$ cat src/hw/ssdm_pkg.sv
// Constants, register map and carriers of the serial port status/data block
`default_nettype none
package ssdm_pkg;
	// Register byte offsets
	localparam logic [7:0] ADDR_CONTROL = 8'h00;
	localparam logic [7:0] ADDR_STATUS  = 8'h04;
	localparam logic [7:0] ADDR_DATA    = 8'h08;
	// Status bit positions
	localparam int STAT_DONE = 7;
	localparam int STAT_COL  = 6;
	localparam int STAT_DBL  = 0;
	// Index of the last serial clock edge of a transfer
	localparam logic [3:0] LAST_EDGE = 4'hF;
	// Half serial periods in system clocks, normal then double rate
	localparam logic [6:0] HALF_N0 = 7'h02;
	localparam logic [6:0] HALF_N1 = 7'h08;
	localparam logic [6:0] HALF_N2 = 7'h20;
	localparam logic [6:0] HALF_N3 = 7'h40;
	localparam logic [6:0] HALF_D0 = 7'h01;
	localparam logic [6:0] HALF_D1 = 7'h04;
	localparam logic [6:0] HALF_D2 = 7'h10;
	localparam logic [6:0] HALF_D3 = 7'h20;
	localparam logic [6:0] HALF_ONE = 7'h01;

	// Control register fields, highest bit first in the word
	typedef struct packed {
		logic ssPinInput;        // Bit 8
		logic transferIrqEnable; // Bit 7
		logic portEnable;        // Bit 6
		logic lsbFirst;          // Bit 5
		logic masterMode;        // Bit 4
		logic clockPolarityBit;  // Bit 3
		logic clockPhaseBit;     // Bit 2
		logic rateSelectHigh;    // Bit 1
		logic rateSelectLow;     // Bit 0
	} ssdm_control_s;

	// Serial pins as sampled, in synchroniser order
	typedef struct packed {
		logic selectN;
		logic sck;
		logic mosi;
		logic miso;
	} ssdm_pins_s;

	// Half period of the master clock in system clocks
	function automatic logic [6:0] halfPeriod(input logic [1:0] rate, input logic dbl);
		logic [6:0] h;
		h = HALF_N0;
		unique case ({dbl, rate})
			3'h0: h = HALF_N0;
			3'h1: h = HALF_N1;
			3'h2: h = HALF_N2;
			3'h3: h = HALF_N3;
			3'h4: h = HALF_D0;
			3'h5: h = HALF_D1;
			3'h6: h = HALF_D2;
			3'h7: h = HALF_D3;
		endcase
		return h;
	endfunction
endpackage
`default_nettype wire

$ cat src/hw/ssdm_serial_port.sv
// Serial port with status, data register, clock modes and APB access
`default_nettype none
module ssdm_serial_port (
	// Clock and reset
	input  wire logic        clk,
	input  wire logic        reset,
	// APB slave
	input  wire logic        psel,
	input  wire logic        penable,
	input  wire logic        pwrite,
	input  wire logic [7:0]  paddr,
	input  wire logic [31:0] pwdata,
	output var  logic [31:0] prdata,
	output var  logic        pready,
	output var  logic        pslverr,
	// Processor interrupt side
	input  wire logic        globalIrqEnable,
	input  wire logic        vectorTaken,
	output var  logic        irq,
	// Serial pins
	input  wire logic        selectInN,
	input  wire logic        sckIn,
	input  wire logic        mosiIn,
	input  wire logic        misoIn,
	output var  logic        sckOut,
	output var  logic        sckOe,
	output var  logic        mosiOut,
	output var  logic        mosiOe,
	output var  logic        misoOut,
	output var  logic        misoOe
);
	typedef struct packed {
		ssdm_pkg::ssdm_control_s ctrl;
		logic                    doubleRateBit;
		logic                    transferDoneFlag;
		logic                    writeCollisionFlag;
		logic                    armDone;
		logic                    armCol;
		logic [7:0]              rxBuffer;
		logic [7:0]              txShift;
		logic [7:0]              rxShift;
		logic [3:0]              edgeCnt;
		logic [6:0]              divCnt;
		logic                    running;
		logic                    sckLevel;
		logic                    dataOut;
		ssdm_pkg::ssdm_pins_s    sync1;
		ssdm_pkg::ssdm_pins_s    sync2;
		ssdm_pkg::ssdm_pins_s    sync3;
		ssdm_pkg::ssdm_pins_s    pinF;
		logic                    prevSck;
		logic                    ready;
		logic                    slvErr;
		logic [31:0]             rdata;
		logic                    irqLine;
		logic                    masterDrive;
		logic                    slaveDrive;
	} ssdm_state_s;

	ssdm_state_s q;
	ssdm_state_s next_q;

	// Current outgoing bit of the transmit shifter
	function automatic logic outBit(input logic [7:0] s, input logic lsb);
		return lsb ? s[0] : s[7];
	endfunction

	// Transmit shifter after one bit went out
	function automatic logic [7:0] shiftOut(input logic [7:0] s, input logic lsb);
		return lsb ? {1'b0, s[7:1]} : {s[6:0], 1'b0};
	endfunction

	// Receive shifter after one bit came in
	function automatic logic [7:0] shiftIn(input logic [7:0] s, input logic lsb, input logic b);
		return lsb ? {b, s[7:1]} : {s[6:0], b};
	endfunction

	// Status word; reserved bits stay zero
	function automatic logic [31:0] statusWord(input logic d, input logic c, input logic x);
		logic [31:0] w;
		w = '0;
		w[ssdm_pkg::STAT_DONE] = d;
		w[ssdm_pkg::STAT_COL] = c;
		w[ssdm_pkg::STAT_DBL] = x;
		return w;
	endfunction

	logic       setupPhase;
	logic       accessDone;
	logic       addrCtrl;
	logic       addrStat;
	logic       addrData;
	logic       busy;
	logic       clockEdge;
	logic       sampleNow;
	logic       emitNow;
	logic       finish;
	logic       slaveSelected;
	logic       serialIn;
	logic       setDone;
	logic       setCol;
	logic       clearDone;
	logic       clearCol;
	logic [6:0] half;

	// Bus decode and transfer status
	always_comb begin
		setupPhase = psel && !penable;
		accessDone = psel && penable && q.ready;
		addrCtrl = (paddr == ssdm_pkg::ADDR_CONTROL);
		addrStat = (paddr == ssdm_pkg::ADDR_STATUS);
		addrData = (paddr == ssdm_pkg::ADDR_DATA);
		busy = q.running || (q.edgeCnt != '0);
		slaveSelected = q.ctrl.portEnable && !q.ctrl.masterMode && !q.pinF.selectN;
		half = ssdm_pkg::halfPeriod({q.ctrl.rateSelectHigh, q.ctrl.rateSelectLow},
			q.doubleRateBit);
		serialIn = q.ctrl.masterMode ? q.pinF.miso : q.pinF.mosi;
	end

	// Serial clock edge detection for both roles
	always_comb begin
		if (q.ctrl.masterMode) begin
			clockEdge = q.running && (q.divCnt == half - ssdm_pkg::HALF_ONE);
		end else begin
			clockEdge = slaveSelected && (q.pinF.sck != q.prevSck);
		end
		// Even edge index is leading; phase picks the sampling edge
		sampleNow = clockEdge && (q.edgeCnt[0] == q.ctrl.clockPhaseBit);
		emitNow = clockEdge && !sampleNow && (q.edgeCnt != '0);
		finish = clockEdge && (q.edgeCnt == ssdm_pkg::LAST_EDGE);
	end

	// Next state
	always_comb begin
		next_q = q;
		setDone = 1'b0;
		setCol = 1'b0;
		clearDone = 1'b0;
		clearCol = 1'b0;

		// Three-stage pin synchronisers, change taken when stages agree
		next_q.sync1 = '{selectN: selectInN, sck: sckIn, mosi: mosiIn, miso: misoIn};
		next_q.sync2 = q.sync1;
		next_q.sync3 = q.sync2;
		if (q.sync2.selectN == q.sync3.selectN) begin
			next_q.pinF.selectN = q.sync3.selectN;
		end
		if (q.sync2.sck == q.sync3.sck) begin
			next_q.pinF.sck = q.sync3.sck;
		end
		if (q.sync2.mosi == q.sync3.mosi) begin
			next_q.pinF.mosi = q.sync3.mosi;
		end
		if (q.sync2.miso == q.sync3.miso) begin
			next_q.pinF.miso = q.sync3.miso;
		end
		next_q.prevSck = q.pinF.sck;

		// Bus answer: one access cycle, read data caught at setup
		next_q.ready = setupPhase;
		next_q.slvErr = setupPhase && !(addrCtrl || addrStat || addrData);
		if (setupPhase) begin
			if (addrCtrl) begin
				next_q.rdata = 32'(q.ctrl);
			end else if (addrStat) begin
				next_q.rdata = statusWord(q.transferDoneFlag, q.writeCollisionFlag,
					q.doubleRateBit);
			end else if (addrData) begin
				next_q.rdata = 32'(q.rxBuffer);
			end else begin
				next_q.rdata = '0;
			end
		end

		// Register writes and read side effects at the completing edge
		if (accessDone && pwrite && addrCtrl) begin
			next_q.ctrl = ssdm_pkg::ssdm_control_s'(pwdata[$bits(ssdm_pkg::ssdm_control_s)-1:0]);
		end
		if (accessDone && pwrite && addrStat) begin
			next_q.doubleRateBit = pwdata[ssdm_pkg::STAT_DBL];
		end
		if (accessDone && !pwrite && addrStat) begin
			next_q.armDone = q.rdata[ssdm_pkg::STAT_DONE];
			next_q.armCol = q.rdata[ssdm_pkg::STAT_COL];
		end
		if (accessDone && addrData) begin
			clearDone = q.armDone || q.armCol;
			clearCol = q.armCol;
			next_q.armDone = 1'b0;
			next_q.armCol = 1'b0;
		end
		if (vectorTaken) begin
			clearDone = 1'b1;
		end

		// Data write: load and start, or flag a collision and leave the shifter
		if (accessDone && pwrite && addrData) begin
			if (busy) begin
				setCol = 1'b1;
			end else begin
				next_q.txShift = pwdata[7:0];
				next_q.edgeCnt = '0;
				next_q.divCnt = '0;
				next_q.running = q.ctrl.masterMode && q.ctrl.portEnable;
				next_q.sckLevel = q.ctrl.clockPolarityBit;
			end
		end

		// Master divider
		if (q.running) begin
			next_q.divCnt = clockEdge ? '0 : q.divCnt + ssdm_pkg::HALF_ONE;
		end

		// Bit engine shared by master and slave
		if (clockEdge) begin
			next_q.edgeCnt = q.edgeCnt + 4'h1;
			if (q.ctrl.masterMode) begin
				next_q.sckLevel = !q.sckLevel;
			end
		end
		if (sampleNow) begin
			next_q.rxShift = shiftIn(q.rxShift, q.ctrl.lsbFirst, serialIn);
		end
		if (emitNow) begin
			next_q.txShift = shiftOut(q.txShift, q.ctrl.lsbFirst);
		end
		if (finish) begin
			next_q.running = 1'b0;
			next_q.edgeCnt = '0;
			next_q.rxBuffer = sampleNow ? shiftIn(q.rxShift, q.ctrl.lsbFirst, serialIn)
				: q.rxShift;
			setDone = 1'b1;
		end

		// Idle clock level follows polarity when no transfer runs
		if (!q.running) begin
			next_q.sckLevel = q.ctrl.clockPolarityBit;
		end

		// Deselected slave drops its partial byte
		if (!q.ctrl.masterMode && q.pinF.selectN) begin
			next_q.edgeCnt = '0;
		end

		// Select pulled low while master with select as input
		if (q.ctrl.portEnable && q.ctrl.masterMode && q.ctrl.ssPinInput && !q.pinF.selectN) begin
			next_q.ctrl.masterMode = 1'b0;
			next_q.running = 1'b0;
			next_q.edgeCnt = '0;
			setDone = 1'b1;
		end

		// Flags: a set in the clearing cycle wins
		if (setDone) begin
			next_q.transferDoneFlag = 1'b1;
		end else if (clearDone) begin
			next_q.transferDoneFlag = 1'b0;
		end
		if (setCol) begin
			next_q.writeCollisionFlag = 1'b1;
		end else if (clearCol) begin
			next_q.writeCollisionFlag = 1'b0;
		end

		next_q.dataOut = outBit(next_q.txShift, q.ctrl.lsbFirst);
		next_q.irqLine = next_q.transferDoneFlag && q.ctrl.transferIrqEnable
			&& globalIrqEnable;

		// Pin enables held in flops so the drivers never see a gate glitch
		next_q.masterDrive = next_q.ctrl.portEnable && next_q.ctrl.masterMode;
		next_q.slaveDrive = next_q.ctrl.portEnable && !next_q.ctrl.masterMode
			&& !next_q.pinF.selectN;
	end

	// State register
	always_ff @(posedge clk) begin
		if (reset) begin
			q <= '0;
		end else begin
			q <= next_q;
		end
	end

	// Outputs straight from state
	assign prdata = q.rdata;
	assign pready = q.ready;
	assign pslverr = q.slvErr;
	assign irq = q.irqLine;
	assign sckOut = q.sckLevel;
	assign sckOe = q.masterDrive;
	assign mosiOut = q.dataOut;
	assign mosiOe = q.masterDrive;
	assign misoOut = q.dataOut;
	assign misoOe = q.slaveDrive;
endmodule
`default_nettype wire

$ cat config.mk
export PLATFORM = sky130hd
export DESIGN_NAME = ssdm_serial_port
export DESIGN_NICKNAME = d
export VERILOG_FILES = /design/src/hw/ssdm_pkg.sv /design/src/hw/ssdm_serial_port.sv
export SDC_FILE = /design/constraint.sdc
export NUM_CORES = 1
export LEC_CHECK = 0
export BUFFER_PORTS_ARGS = -buffer_cell sky130_fd_sc_hd__buf_2
export CAP_MARGIN = 10
export CORE_MARGIN = 2
export CORE_UTILIZATION = 49
export CTS_CLUSTER_SIZE = 12
export DETAILED_ROUTE_END_ITERATION = 16
export PLACE_DENSITY = 0.83
export SETUP_SLACK_MARGIN = 0.4
export SLEW_MARGIN = 30
export SYNTH_ARGS = -nofsm -noshare
export SYNTH_HDL_FRONTEND = slang
export SYNTH_SLANG_ARGS = --single-unit
$ cat constraint.sdc
create_clock -name clk -period 2.2 [get_ports clk]
set_input_delay 0.44 -clock clk [delete_from_list [all_inputs] [get_ports clk]]
set_output_delay 0.44 -clock clk [all_outputs]
set_load 0.01 [all_outputs]
==> results.txt <==
The run finished, with violations left. The final reports fail on negative setup slack. The clock net in this run drives a total of 83 sinks. The remaining design rule violation count came out at 0. The number of endpoints with negative hold slack in the final report came out at 0. TritonCTS built the clock tree. The number of cell rows is 33. The synthesized design spends more area on one cell type than any other, namely sky130_fd_sc_hd__dfxtp_1. The number of synthesized flops with an enable pin came out at 0.

The switching share of total power is 0.234. The average cell area after synthesis is between 9 and 10 um^2. The post-layout minimum cycle time is 2.32 ns.

The netlist uses 66 different library cells. The count of vias placed by the detailed router is approximately 3700. In this run the power spent charging and discharging nets is 0.645 mW. The horizontal die dimension came out at around 97 um. Of all flip-flops after synthesis, the portion carrying an async set or reset was 0. The met2 routed wirelength is approximately 6 mm. The placed instance area came out at ~4500 um^2. The HPWL after detailed placement is 6.87 mm. At the end of routability-driven placement, the weighted congestion stood at 0.851. The number of filler cells placed in the layout is between 600 and 700. Setup violations remaining at the end of the flow were counted as 14. The post-detailed-route wirelength per cell is approximately 17 um.

In this run the vertical extent of the chip is just under 100 um. In this run the remaining antenna-violating nets after routing total 0. The worst-case setup margin in the final layout came out at -0.119 ns.

Relative to the synthesized area, the layout overhead comes to 25.6%. The worst setup path is captured at a flip-flop. After synthesis the cells add up to around 4200 um^2.

Of the total power, the clock network draws 0.404. Input and output buffers added on the ports amount to 45. The initial cell density of the core came out at 0.510. The areal power density over the cells is slightly above 500 nW/um^2. During I/O placement, the number of pins put on the boundary was approximately 90. The worst hold slack came out at 0.291 ns. The post-detailed-route via-to-cell ratio came out at 5.70. The synthesized instance count is 447. The largest net degree at the start of global routing came out at 41.

The analysis attributes to cell leakage a power of approximately 2.1 nW. The number of buffers inserted during clock tree synthesis came out at 9. The pre-CTS worst setup slack came out at -0.0239 ns. The Yosys warning count came out at 0. After synthesis the netlist holds a flip-flop and latch count of 83. The final non-filler cell total came out at between 600 and 700. The combinational share of power is 0.048.

The portion of the post-synthesis area used by sequential elements is 0.392. The via count of the first global-routing pass is 3467. The routed design has ~11 mm of wire. The met3 wirelength from detailed routing is 738 um. The finished cells cover between 5000 and 6000 um^2. The global-route usage over all layers is 0.223. The number of antenna violations at the first check in global routing is 0. The highest routed metal layer is met4. The data arrival time of the worst path is about 2.5 ns.

In this run the number of H-tree levels came out at 3. Static timing analysis puts the maximum clock frequency at 0.431 GHz. The top cell type's share of synthesized area is 0.392.

Global routing finished with a remaining overflow of 0. The cell sitting at the root of the clock tree is a sky130_fd_sc_hd__clkbuf_8. The worst endpoint required time came out at approximately 2.4 ns. The proportion of layout cells with a drive suffix above 1 is 0.400. The maximum count of clock buffers along a single path is 2. The area of the core came out at about 8300 um^2. Setup repair after global routing could not meet its margin everywhere.

The most used flip-flop cell after synthesis is sky130_fd_sc_hd__dfxtp_1. The final critical-path share of the clock period is 1.05. Along the worst path, the maximum fanout reaches 4. The internal power component came out at 2.11 mW. The final net count came out at between 500 and 600. The max-slew violation count is 0. Counting tap cells, the placed design contains a total of between 500 and 600 instances. The worst-case IR drop observed on VDD is approximately 0.00044 V. The routed length on met1 is 4.31 mm.

Clock skew on the completed layout was measured at about 0.0086 ns. The path class of the tightest hold or removal check is input pin to flip-flop. By area the synthesized netlist is led by sky130_fd_sc_hd__dfxtp_1 (39%), sky130_fd_sc_hd__mux2i_1 (8.3%), sky130_fd_sc_hd__buf_4 (6.0%). The count of antenna diodes in the layout is 0. The critical path class is flip-flop to flip-flop. The type of element launching the critical path is a flip-flop. The sequential group share of total power is 0.548.

The wire length of the first global-routing pass came out at 17.1 mm. Clock latency on the worst-skew pair, taken at its later pin, is 0.35 ns. After clock tree synthesis, the clock-pin slew on the worst setup and hold paths is around 0.08 ns.

The die covers 9400 um^2. The max-capacitance violation count is 0. The violation count after the first detailed-route iteration is roughly 210. The total iterations of the first detailed-routing run came out at 5.
## critical path: stages, from the launching register on
cell                      delay (ns)
sky130_fd_sc_hd__dfxtp_2        0.34
sky130_fd_sc_hd__inv_2          0.09
sky130_fd_sc_hd__ha_4           0.14
sky130_fd_sc_hd__or3b_4         0.38
sky130_fd_sc_hd__or2_4          0.26
sky130_fd_sc_hd__nor4_4         0.28
sky130_fd_sc_hd__buf_6          0.18
sky130_fd_sc_hd__mux4_2         0.30
sky130_fd_sc_hd__a21oi_2        0.14
sky130_fd_sc_hd__nor3_1         0.08
## cell usage in the layout (no fill, tap or decap), drive strengths merged, types with 4 or more instances in the layout
cell and n:
nand3 14, dfxtp 83, conb 23, nor3 8
nor2b 24, a21oi 20, nor2 55, inv 7
o21ai 13, a211oi 22, buf 108, a22oi 9
mux2i 36, clkbuf 11, nor4 4, nor3b 7
mux2 9, nand2 24, a32oi 4, nand2b 6
## cell usage after synthesis (4+ instances only)
library cell,n
sky130_fd_sc_hd__inv_1,5
sky130_fd_sc_hd__o21ai_0,11
sky130_fd_sc_hd__a32oi_1,4
sky130_fd_sc_hd__mux2_2,9
sky130_fd_sc_hd__buf_6,6
sky130_fd_sc_hd__clkbuf_1,8
sky130_fd_sc_hd__nand2_1,23
sky130_fd_sc_hd__mux2i_1,35
sky130_fd_sc_hd__nor2_1,52
sky130_fd_sc_hd__nor2b_1,24
sky130_fd_sc_hd__nand3_1,14
sky130_fd_sc_hd__nor3b_2,4
sky130_fd_sc_hd__dfxtp_1,83
sky130_fd_sc_hd__a211oi_2,7
sky130_fd_sc_hd__a211oi_1,15
sky130_fd_sc_hd__buf_4,34
sky130_fd_sc_hd__a22oi_1,9
sky130_fd_sc_hd__nor3_1,7
sky130_fd_sc_hd__a21oi_1,19
sky130_fd_sc_hd__nand2b_1,4
sky130_fd_sc_hd__buf_2,5
## final timing paths
path	startpoint	to	slack [ns]	cells past startpoint
worst min-delay path	misoIn	next_q[46]	0.29	2
worst max register to register	q[65]	misoOut	-0.12	9
worst max-delay path	q[65]	misoOut	-0.12	9
worst min register to register	next_q[46]	next_q[42]	0.44	1
## power groups by stage
| stage | clock, mW | combinational [mW] | sequential [mW] |
|---|---|---|---|
| finish | 1.11 | 0.131 | 1.51 |
| global placement | 0 | 0.122 | 1.55 |
| CTS | 1.12 | 0.125 | 1.51 |
| detailed placement | 0 | 0.124 | 1.55 |
| floorplan | 0 | 0.103 | 1.55 |
| global route | 1.19 | 0.142 | 1.51 |
## routing by layer
layer	up-vias	global-route usage
met5	-	0
met4	0	0.0715
met3	23	0.0549
met2	138	0.397
met1	1794	0.263
li1	1708	-
## repair_timing
| item | CTS | global route |
|---|---|---|
| resized for setup | 32 | 42 |
| hold buffers | 0 | 0 |
| setup endpoints to repair | 39 | 42 |
| pin swaps | 10 | 28 |
| buffers inserted | 13 | 19 |
| cloned | 2 | 0 |
## cells by family (layout without fill, tap and decap cells)
logic type                 count (synthesis)  in the layout  share of synthesized area
DFF                                       83             83                      0.392
other                                      1             23                   0.000885
buffers and inverters                     62            130                     0.0975
and+or+nand+nor                          160            160                      0.215
xor gates and xnor gates                   5              5                     0.0103
adders and majority gates                  4              4                     0.0112
AOI/OAI and AO/OA                         86             87                      0.158
muxes                                     46             46                      0.115
## sequential cells by signal, indices dropped and copies added (netlist names)
signal and flops:
prdata 9, pready 1, q 58, sckOut 1, pslverr 1, mosiOe 1
irq 1, misoOe 1, next_q 9, misoOut 1
## layout make-up
cell class	instances	area (um^2)	share of cell area
Multi-Input combinational cell	325	2510	0.473
Sequential cell	83	1680	0.316
Tap cell	105	131	0.0247
Inverter	6	22.5	0.00423
Clock buffer	11	141	0.0266
Clock inverter	5	61.3	0.0115
Timing Repair Buffer	108	766	0.144
## stage by stage
stage	setup TNS (ns)	total power, mW	utilization
detailed placement	-0.0239	1.67	0.548
global route	-1.70	2.84	0.641
floorplan	0	1.65	-
global placement	0	1.67	0.548
finish	-0.569	2.75	0.641
CTS	-0.0415	2.76	0.600
No activity file was read; power rests on OpenSTA's default activity.
